--- src/logic/ems_pkg.sv ---
// Constants and carriers for the expanded-memory page mapper.
// Assumes a 16-bit I/O address space and a 24-bit memory address bus.
package ems_pkg;
   // I/O port decoding: high byte, low nibble; the middle nibble is a module parameter
   localparam logic [7:0] PORT_FRAME_BASE_HI = 8'h02;
   localparam logic [7:0] PORT_POINTER_HI = 8'h12;
   localparam logic [3:0] PORT_FRAME_BASE_LO = 4'ha;
   localparam logic [3:0] PORT_POINTER_LO = 4'ha;
   localparam logic [3:0] PORT_WINDOW_LO = 4'hb;
   localparam logic [3:0] PORT_UPPER_LOW_LO = 4'h8;
   localparam logic [3:0] PORT_UPPER_HIGH_LO = 4'h9;
   localparam logic [3:0] PORT_UPPER_HI_NIB = 4'h2;
   // Frame base register fields
   localparam int FB_PORT_EN_BIT = 7;
   localparam int FB_WAIT_BIT = 6;
   localparam logic [3:0] FB_CODE_MAX = 4'h8;
   localparam logic [7:0] FRAME_BASE_RESET = 8'h00;
   // Page pointer fields
   localparam int PTR_SET_BIT = 6;
   localparam int PTR_HIGH_BIT = 0;
   localparam logic [6:0] POINTER_RESET = 7'h00;
   // Page register fields
   localparam int PG_ENABLE_BIT = 7;
   localparam logic [15:0] PAGE_RESET = 16'h0000;
   // Memory map, in units of 16 KB frames (address bits 19:14)
   localparam logic [5:0] UPPER_FIRST_FRAME = 6'h30;
   localparam logic [5:0] LOWER_FIRST_FRAME = 6'h10;
   localparam logic [5:0] LOWER_LAST_FRAME = 6'h2f;
   localparam int OFFSET_W = 14;
   localparam int PN_W = 11;
   localparam int MEM_AW = 24;
   localparam int PHYS_AW = PN_W + OFFSET_W;

   typedef struct packed {
      logic [15:0] addr;
      logic [7:0] wdata;
      logic wr;
      logic rd;
   } io_req_t;

   typedef struct packed {
      logic valid;
      logic mapped;
      logic wait_state;
      logic [PN_W-1:0] page_number;
      logic [PHYS_AW-1:0] phys_addr;
   } map_res_t;
endpackage

--- src/logic/ems_page_mapper.sv ---
// Expanded-memory page mapper: I/O-programmed page registers and the memory lookup.
// Assumes single-cycle I/O strobes and a one-cycle memory request pulse on clk.
//
// Notes on behaviour
// - Frame base bit 7 enables the pointer, data and upper page ports when set and disables them when clear; the frame base port stays live.
// - Frame base bit 6 adds exactly one wait state to accesses in the upper range, none when clear.
// - The 4-bit frame code places four 16 KB slots from C0000h plus code times 4000h, up to E0000h.
// - Upper page registers 0 to 3 map to slots 0 to 3 of the placed frame in set 0, registers 4 to 7 in set 1.
// - Upper page registers are byte pairs at x8 and x9 ports, set 0 at 02/42/82/C2 and set 1 at 12/52/92/D2.
// - Upper page registers hold the 16-bit page data for their slot written as low and high byte.
// - The page pointer selects one of 64 page registers for 16 KB frames from 40000h to BFFFFh.
// - A tagged access below 1 MB derives its index from the frame, 00/01..3E/3F in set 0, 40/41..7E/7F in set 1.
// - Software writes the write-only pointer port, and the data port then exposes the selected page register.
// - The data port shows only the page register selected by the pointer, byte by byte.
// - Pointer bit 6 selects the active set and the set written next, set 0 after reset, switching all maps at once.
// - Pointer bits 5 to 1 give the page register index used while configuring.
// - Pointer bit 0 selects low or high byte and toggles after each data-port access.
// - Low-byte bit 7 of a page register enables mapping for its frame.
// - Low-byte bits 6 to 0 give page_number 6..0 and the high-byte low nibble gives the upper bits.
// - The selected page register's page number goes to the memory controller for the access.
`timescale 1ns/10ps
`default_nettype none
module ems_page_mapper
   import ems_pkg::*;
#(
   parameter logic [3:0] PORT_MID_NIB = 4'h0
) (
   input wire logic clk,
   input wire logic resetn,
   input wire logic [15:0] io_addr,
   input wire logic [7:0] io_wdata,
   input wire logic io_wr,
   input wire logic io_rd,
   output logic [7:0] io_rdata,
   output logic io_rdata_valid,
   input wire logic [MEM_AW-1:0] mem_addr,
   input wire logic mem_req,
   input wire logic ems_tag,
   output logic map_valid,
   output logic map_enable,
   output logic map_wait,
   output logic [PN_W-1:0] page_number,
   output logic [PHYS_AW-1:0] phys_addr
);

   // Page number from a 16-bit page register image
   function automatic logic [PN_W-1:0] pn_of(input logic [15:0] r);
      pn_of = {r[11:8], r[6:0]};
   endfunction

   io_req_t req;
   map_res_t res;
   logic [7:0] frame_base_ff;
   logic [6:0] pointer_ff;
   logic [15:0] lower_ff [64];
   logic [15:0] upper_ff [8];
   logic [7:0] io_rdata_ff;
   logic io_rdata_valid_ff;
   map_res_t res_ff;

   assign req = '{addr: io_addr, wdata: io_wdata, wr: io_wr, rd: io_rd};

   // Port decode; the frame base port stays live so the ports can be re-enabled
   wire ports_on = frame_base_ff[FB_PORT_EN_BIT];
   wire mid_ok = (req.addr[7:4] == PORT_MID_NIB);
   wire hit_fb = mid_ok && req.addr[15:8] == PORT_FRAME_BASE_HI &&
                 req.addr[3:0] == PORT_FRAME_BASE_LO;
   wire hit_ptr = ports_on && mid_ok && req.addr[15:8] == PORT_POINTER_HI &&
                  req.addr[3:0] == PORT_POINTER_LO;
   wire hit_win = ports_on && mid_ok && req.addr[15:8] == PORT_POINTER_HI &&
                  req.addr[3:0] == PORT_WINDOW_LO;
   wire upper_port = ports_on && mid_ok && req.addr[11:8] == PORT_UPPER_HI_NIB &&
                     !req.addr[13] &&
                     (req.addr[3:0] == PORT_UPPER_LOW_LO ||
                      req.addr[3:0] == PORT_UPPER_HIGH_LO);
   wire upper_high = req.addr[0]; // x9 is the high byte
   wire [2:0] upper_sel = {req.addr[12], req.addr[15:14]};

   // Window selection by the pointer
   wire set_sel = pointer_ff[PTR_SET_BIT];
   wire [5:0] win_idx = {set_sel, pointer_ff[5:1]};
   wire win_high = pointer_ff[PTR_HIGH_BIT];
   wire [15:0] win_reg = lower_ff[win_idx];
   wire [7:0] win_byte = win_high ? win_reg[15:8] : win_reg[7:0];
   wire [15:0] up_reg = upper_ff[upper_sel];
   wire [7:0] up_byte = upper_high ? up_reg[15:8] : up_reg[7:0];
   wire win_access = hit_win && (req.wr || req.rd);

   // Pointer: write-only; byte select toggles after each window access
   logic [6:0] nxt_pointer;
   always_comb begin
      nxt_pointer = pointer_ff;
      if (hit_ptr && req.wr) begin
         nxt_pointer = req.wdata[6:0];
      end else if (win_access) begin
         nxt_pointer[PTR_HIGH_BIT] = !pointer_ff[PTR_HIGH_BIT];
      end
   end

   // Read data: pointer and frame base are write-only and read as zero
   logic [7:0] nxt_rdata;
   always_comb begin
      nxt_rdata = 8'h00;
      if (hit_win) begin
         nxt_rdata = win_byte;
      end else if (upper_port) begin
         nxt_rdata = up_byte;
      end
   end

   // Upper range lookup
   wire [3:0] code = frame_base_ff[3:0];
   wire [5:0] mem_frame = mem_addr[19:14];
   wire below_1m = (mem_addr[MEM_AW-1:20] == '0);
   wire [5:0] up_rel = mem_frame - (UPPER_FIRST_FRAME + {2'b00, code});
   wire in_upper = below_1m && code <= FB_CODE_MAX && up_rel < 6'd4;
   wire [15:0] up_map = upper_ff[{set_sel, up_rel[1:0]}];

   // Lower range lookup
   wire in_lower = below_1m && ems_tag && mem_frame >= LOWER_FIRST_FRAME &&
                   mem_frame <= LOWER_LAST_FRAME;
   wire [5:0] low_rel = mem_frame - LOWER_FIRST_FRAME;
   wire [15:0] low_map = lower_ff[{set_sel, low_rel[4:0]}];

   wire [15:0] sel_map = in_upper ? up_map : low_map;
   wire sel_en = (in_upper || in_lower) && sel_map[PG_ENABLE_BIT];
   wire [PN_W-1:0] sel_pn = pn_of(sel_map);

   always_comb begin
      res.valid = mem_req;
      res.mapped = sel_en;
      res.wait_state = in_upper && frame_base_ff[FB_WAIT_BIT];
      res.page_number = sel_en ? sel_pn : '0;
      if (sel_en) begin
         res.phys_addr = {sel_pn, mem_addr[OFFSET_W-1:0]};
      end else begin
         res.phys_addr = {{(PHYS_AW-MEM_AW){1'b0}}, mem_addr};
      end
   end

   always_ff @(posedge clk) begin
      if (!resetn) begin
         frame_base_ff <= FRAME_BASE_RESET;
      end else if (hit_fb && req.wr) begin
         frame_base_ff <= req.wdata;
      end
   end

   always_ff @(posedge clk) begin
      if (!resetn) begin
         pointer_ff <= POINTER_RESET;
      end else begin
         pointer_ff <= nxt_pointer;
      end
   end

   // Window writes land in the set and byte chosen by the pointer
   genvar gi;
   generate
      for (gi = 0; gi < 64; gi++) begin : g_lower
         always_ff @(posedge clk) begin
            if (!resetn) begin
               lower_ff[gi] <= PAGE_RESET;
            end else if (hit_win && req.wr && win_idx == 6'(gi)) begin
               if (win_high) begin
                  lower_ff[gi][15:8] <= req.wdata;
               end else begin
                  lower_ff[gi][7:0] <= req.wdata;
               end
            end
         end
      end
      for (gi = 0; gi < 8; gi++) begin : g_upper
         always_ff @(posedge clk) begin
            if (!resetn) begin
               upper_ff[gi] <= PAGE_RESET;
            end else if (upper_port && req.wr && upper_sel == 3'(gi)) begin
               if (upper_high) begin
                  upper_ff[gi][15:8] <= req.wdata;
               end else begin
                  upper_ff[gi][7:0] <= req.wdata;
               end
            end
         end
      end
   endgenerate

   always_ff @(posedge clk) begin
      if (!resetn) begin
         io_rdata_ff <= 8'h00;
         io_rdata_valid_ff <= 1'b0;
      end else begin
         io_rdata_ff <= req.rd ? nxt_rdata : 8'h00;
         io_rdata_valid_ff <= req.rd && (hit_win || upper_port);
      end
   end

   // Result is registered: one cycle from request to memory controller
   always_ff @(posedge clk) begin
      if (!resetn) begin
         res_ff <= '0;
      end else begin
         res_ff <= res;
      end
   end

   assign io_rdata = io_rdata_ff;
   assign io_rdata_valid = io_rdata_valid_ff;
   assign map_valid = res_ff.valid;
   assign map_enable = res_ff.mapped;
   assign map_wait = res_ff.wait_state;
   assign page_number = res_ff.page_number;
   assign phys_addr = res_ff.phys_addr;

endmodule // ems_page_mapper
`default_nettype wire

--- config.mk ---
export PLATFORM = sky130hd
export DESIGN_NAME = ems_page_mapper
export DESIGN_NICKNAME = d
export VERILOG_FILES = /design/src/logic/ems_pkg.sv /design/src/logic/ems_page_mapper.sv
export SDC_FILE = /design/constraint.sdc
export NUM_CORES = 2
export LEC_CHECK = 0
export BUFFER_PORTS_ARGS = -buffer_cell sky130_fd_sc_hd__buf_2
export CAP_MARGIN = 40
export CORE_ASPECT_RATIO = 1.4
export CORE_MARGIN = 2
export CORE_UTILIZATION = 30
export DETAILED_ROUTE_END_ITERATION = 12
export PLACE_DENSITY = 0.44
export SLEW_MARGIN = 15
export SYNTH_ARGS = -nofsm -noshare
export SYNTH_HDL_FRONTEND = slang
export SYNTH_SLANG_ARGS = --single-unit
--- constraint.sdc ---
create_clock -name clk -period 4.85 [get_ports clk]
set_clock_uncertainty 0.15 [all_clocks]
set_input_delay 0 -clock clk [delete_from_list [all_inputs] [get_ports clk]]
set_output_delay 0 -clock clk [all_outputs]
set_load 0.01 [all_outputs]
**Word-level counts from Yosys, hierarchy flattened**

Memories as Yosys holds them, arrays and structs flattened. A register that Yosys moved wholly into a read port is not among the register bits.
Cells that the tools add are included.

- Flip-flop bits (word level): 63
- Bits in writable memories: 1152
- Memories kept: 2
- Bits of input ports: 54
- Output and inout port bits: 48
- Word-level logic and storage cells: 939

Memories:

| name | depth | width | read ports | clocked after memory_dff | wr ports | line | text |
|---|---|---|---|---|---|---|---|
| lower_ff | 64 | 16 | 2 | 1 | 64 | ems_page_mapper.sv:55 | `logic [15:0] lower_ff [64];` |
| upper_ff | 8 | 16 | 2 | 0 | 8 | ems_page_mapper.sv:56 | `logic [15:0] upper_ff [8];` |

- Equality and inequality tests: 77
- Add/sub/neg operators: 3
- Bitwise logic cells: 144
- Magnitude comparators: 4
- Multiplexer cells: 591
- Reduce and logical (&&, ||, !) cells: 107

Operators with widths:

| operator | count |
|---|---|
| $mux 8 | 148 |
| $mux 1 | 439 |
| $eq 6x6->1 const B | 32 |
| $or 1x1->1 | 144 |
| $eq 6x5->1 const B | 16 |
| $logic_and 1x1->1 | 94 |
| $eq 6x4->1 const B | 8 |
| $eq 6x3->1 const B | 4 |
| $mux 24 | 1 |
| $eq 4x4->1 const B | 4 |
| $eq 3x3->1 const B | 4 |
| $eq 6x2->1 const B | 2 |
| $mux 12 | 1 |
| $mux 6 | 2 |
| $eq 8x2->1 const B | 1 |
| $eq 8x5->1 const B | 1 |
| $logic_not 4->1 | 2 |
| $add 5x5->6 const A | 1 |
| $eq 3x2->1 const B | 2 |
| $eq 6x1->1 const B | 1 |
| $ge 6x5->1 const B | 1 |
| $le 6x6->1 const B | 1 |
| $logic_not 6->1 | 1 |
| $lt 6x3->1 const B | 1 |
| other kinds (10) | 15 |

**Depth between registers and ports, before layout**

- Depth after elaboration: 11
- Gate-level depth with buffers: 18
- Depth with buffers taken out: 14

**Least setup slack after synthesis**

No wires, ideal clock.

- Path kind: input to register
- From: in mem_addr[14]
- To: reg res_ff, in the netlist page_number[10]
- Required time: 4630 ps
- Library setup time: 70 ps
- Data arrival time: 3174 ps
- Path slack: 1457 ps
- Path buffers: 5
- Stages: 18
- Cells stage by stage: buf_6 > buf_6 > inv_1 > clkbuf_1 > ha_1 > inv_1 > ha_1 > inv_1 > fa_1 > nand2b_1 > a21oi_1 > xor2_1 > or3_1 > clkbuf_1 > clkbuf_1 > nor2_1 > a211o_1 > a21oi_1

- Cells in the longest elaborated chain, start to end: 6
- Elaborated cells between the ends (all ways): 14
- Those cells by class: add/sub (2); order compare (3); mux (1); reduce/logical (6); memory (2)

Ends and longest elaborated chain:

| what | line | text |
|---|---|---|
| from (decl) | ems_page_mapper.sv:36 | `input wire logic [MEM_AW-1:0] mem_addr,` |
| parallel branches: the longest is 6 deep, another holds $mem_v2 64x16 | - |  |
| to (signal assigned) | ems_page_mapper.sv:203 | `res_ff <= res;` |
| to (decl) | ems_page_mapper.sv:59 | `map_res_t res_ff;` |

Parallel ways; which one is timed is not known.
A chain may end at the register's enable or synchronous reset.

**Final worst setup path**

- From: reg frame_base_ff[1]
- To: reg res_ff, in the netlist phys_addr[22]

- Cells in the longest elaborated chain, start to end: 7
- Elaborated cells between the ends (all ways): 11
- Those cells by class: add/sub (2); order compare (2); mux (2); reduce/logical (4); memory (1)

Ends and longest elaborated chain:

| what | line | text |
|---|---|---|
| from (decl) | ems_page_mapper.sv:53 | `logic [7:0] frame_base_ff;` |
| from (signal assigned) | ems_page_mapper.sv:145 | `frame_base_ff <= req.wdata;` |
| $add 5x5->6 | ems_page_mapper.sv:115 | `wire [5:0] up_rel = mem_frame - (UPPER_FIRST_FRAME + {2'b00, code});` |
| $sub 6x6->6 | ems_page_mapper.sv:115 |  |
| $lt 6x3->1 | ems_page_mapper.sv:116 | `wire in_upper = below_1m && code <= FB_CODE_MAX && up_rel < 6'd4;` |
| $logic_and 1x1->1 | ems_page_mapper.sv:116 |  |
| $mux 12 / $logic_or 1x1->1 (equally long branches) | ems_page_mapper.sv:125, ems_page_mapper.sv:126 |  |
| $logic_and 1x1->1 | ems_page_mapper.sv:126 | `wire sel_en = (in_upper \|\| in_lower) && sel_map[PG_ENABLE_BIT];` |
| $mux 24 (*) | ems_page_mapper.sv:134 | `if (sel_en) begin` |

Every way passes the cells marked *; elsewhere a longest branch is shown, timed or not.

==> impl_results.md <==
* Final hold slack at ~35 ps
* Total of max-cap violations at 0
* Status: finished, final reports clean
* Slew Limit Headroom at between 40% and 50%
* Pleak at between 20 and 25 nW
* Commonest cells in the netlist: 1152 x edfxtp_1, 1092 x nor2_1, 588 x mux4_2
* Post-synthesis sequential area ratio at 59.9%
* Synth Area in Simple Gates at 10.5%
* Crit path time final at roughly 4300 ps
* PwrDens at ~350 nW/µm²
* Post-Synth XOR/XNOR Area at 0.0584%
* Drt first pass iters at 6
* I/O Buffers at 101
* Die W at 382 µm
* CP Cell Sequence: inv_1, ha_1, ha_1, buf_4, mux4_2, mux2i_1, nor4_2, a311oi_4, nand2_1, dlygate4sd3_1, o31ai_1, dlygate4sd3_1
* Nets at between 4k and 5k
* Final period util at roughly 90%
* P&R area growth vs syn at 17.3%
* Setup_tns at 0 ps
* Drt drc at 0
* Post-Syn Area at roughly 60000 µm²
* Top-area cell type share of the netlist area at 57.7%
* Class of the worst hold path: primary input to flip-flop
* Routed Wire Length at approximately 230000 µm
* Fin cells at about 7.1k
* Fillers at ~19k
* Crit Path Category: flip-flop to flip-flop
* Via density at about 5.4
* Clock sink total at 1218
* CP startpoint kind: flip-flop
* Rows at around 190
* Longest Clk Path Bufs at 4
* Final worst setup slack at a little over 500 ps
* Synth warn at 0
* WP buf/inv at 4
* Critical path data required time at roughly 5500 ps
* Routed via count at approximately 38k
* CP max stage delay at 590 ps
* Post-synthesis compound-gate area fraction at 2.70%
* Die Span Y at approximately 530 µm
* Syn nets at between 4k and 5k
* Slowest stage cell, crit path: mux4_2
* Actual slew at the worst max-slew pin at 858 ps
* Placer Congestion at 0.861
* Post-Synth Adder-Cell Area at 0.200%
* Core area at about 200000 µm²
* Final HPWL DP at approximately 160000 µm
* Clk_lat worst skew at slightly above 800 ps
* Drt wl/cell at around 32 µm
* Top_reg_cell synth: edfxtp_1
* Total Routing Usage GR at between 20% and 30%
* Largest family of logic cells by synthesized area: multiplexers
* Grt ovf at 0
* Critical Path Sink Type: flip-flop
* Synth cell types at 71
* Largest net degree at the start of global routing at slightly above 80
* Io pins at just over 100
* Root buffer cell: clkbuf_16
* Share of flip-flops with an asynchronous set or reset at 0%
* Drt initial violations at ~3.5k
* CTS resizes at 0
* Syn Area/Cell at ~15 µm²
* CP max FO at 24
* Antenna-violating nets left at 0
* Layout cells sized above 1 at about 29%
* Final-report setup violation count at 0
* RSZ-0062 raised after global routing: false
* Die area at between 200000 and 250000 µm²
* Initial antenna violation count at 6
* WP data arrival at ~5000 ps
* Fmax achieved at ~230 MHz
* CTS tree: done
* Reg clk slew, reported paths at approximately 60 ps
* Dpl cells at just under 7k
* Synth area leaders: edfxtp_1 58%, mux4_2 22%, nor2_1 6.8%
* Max VDD drop at about 0.26 mV
* First-pass GRT wire length at around 320000 µm
* #FFs+latches synth at between 1k and 1.5k
* TritonCTS buffer count at between 100 and 150
* Post-synth EDFFs at 1152
* Htree depth at 4
* Most common cell in the netlist: edfxtp_1
* Initial Utilization at a little under a third
* Place WS at roughly 1100 ps
* Vias in the first global route at approximately 40k
* Hold Fails Final Rpt at 0
* Mux cell area share after synthesis at 23.6%
* Slew Limit Fails at 0
* Cell taking the most area after synthesis: edfxtp_1
* Top delay family on crit path: buffers and inverters
* Synth Instances at 4085
logic make-up after synthesis:
group,count (synthesis)
multiplexers,675
AND/OR/NAND/NOR,1488
flip-flops,1218
XOR/XNOR,4
buffers and inverters,423
AO/OA/AOI/OAI,268
adder cells (fa/ha/maj),9
power breakdown:
part	switching (mW)	internal, mW	total [mW]
Combinational	1.09	0.820	1.91
Clock	4.44	5.98	10.4
Sequential	0.226	11.9	12.2
registers in the layout (all words and copies together) (netlist names), 6 cells and up, named ones only:
signal / flops
upper_ff: 128
io_rdata: 8
page_number: 11
lower_ff: 1024
phys_addr: 24
frame_base_ff: 6
pointer_ff: 7
routing by layer:
metal	GRT usage [%]	vias to the layer above	wire length, µm
li1	-	16032	-
met1	26.1	20355	83900
met2	39.5	1350	118000
met3	2.66	358	11500
met4	10.9	0	12300
met5	0	-	0
tightest hold or removal path, delay by kind of cell:
kind	cells	cell delay, ps
buf+inv	1	70
simple gates	6	770
final cells by class:
class	instances	area, µm²	area share [%]
antenna	2	5.00	0.00712
clock inverter	47	459	0.653
sequential	1218	35900	51.1
tap	2646	3310	4.71
multi-input combinational	2444	22400	31.8
inverter	15	56.3	0.0801
clock buffer	184	3830	5.45
timing repair buffer	522	4360	6.21
layout by cell type (no fill, tap or decap), types with 11 or more instances in the layout:
cell type      Yosys  routed
a21oi_1           14      14
and2_1           145     145
buf_12             0      29
buf_2             54     101
buf_4             21     289
clkbuf_1         294      31
clkbuf_16          0     144
clkinv_1           2      18
clkinv_2           0      13
dfxtp_1           66      60
dlygate4sd3_1      0      92
edfxtp_1        1152    1152
inv_1             11      11
mux2_2            27      27
mux2i_1           60      60
mux4_2           588     588
nand2_1          135     123
nand2_4            0      12
nand2b_1          12      12
nand3_1           16      15
nor2_1          1092    1092
nor2b_1           13      13
nor3_1            24      23
o21ai_0          162     151
o21ai_1            4      15
o221ai_1          11      11
o22ai_1           18      18
stage by stage:
step	util [%]	total power [mW]	cell area, µm²
2_1_floorplan	-	13.3	60000
3_3_place_gp	32.6	14.2	64800
3_5_place_dp	32.7	14.3	65100
4_1_cts	35.3	24.7	70300
5_1_grt	35.3	25.1	70300
6_report	35.3	24.5	70300
timing repair:
item / in CTS / in global routing
endpoints found under the hold margin: 267 / 0
setup buffers: 0 / 0
hold buffers: 92 / 0
final timing paths:
path	startpoint	to	slack, ps	depth (start not counted)
hold / removal	io_addr[13]	lower_ff[24][4]$_SDFFCE_PN0P_	30	7
setup reg to reg	frame_base_ff[1]$_SDFFE_PN0P_	phys_addr[22]$_SDFF_PN0_	500	12
setup / recovery	frame_base_ff[1]$_SDFFE_PN0P_	phys_addr[22]$_SDFF_PN0_	500	12
hold reg to reg	frame_base_ff[6]$_SDFFE_PN0P_	map_wait$_SDFF_PN0_	330	1
Power figures use the tool's default switching activity.
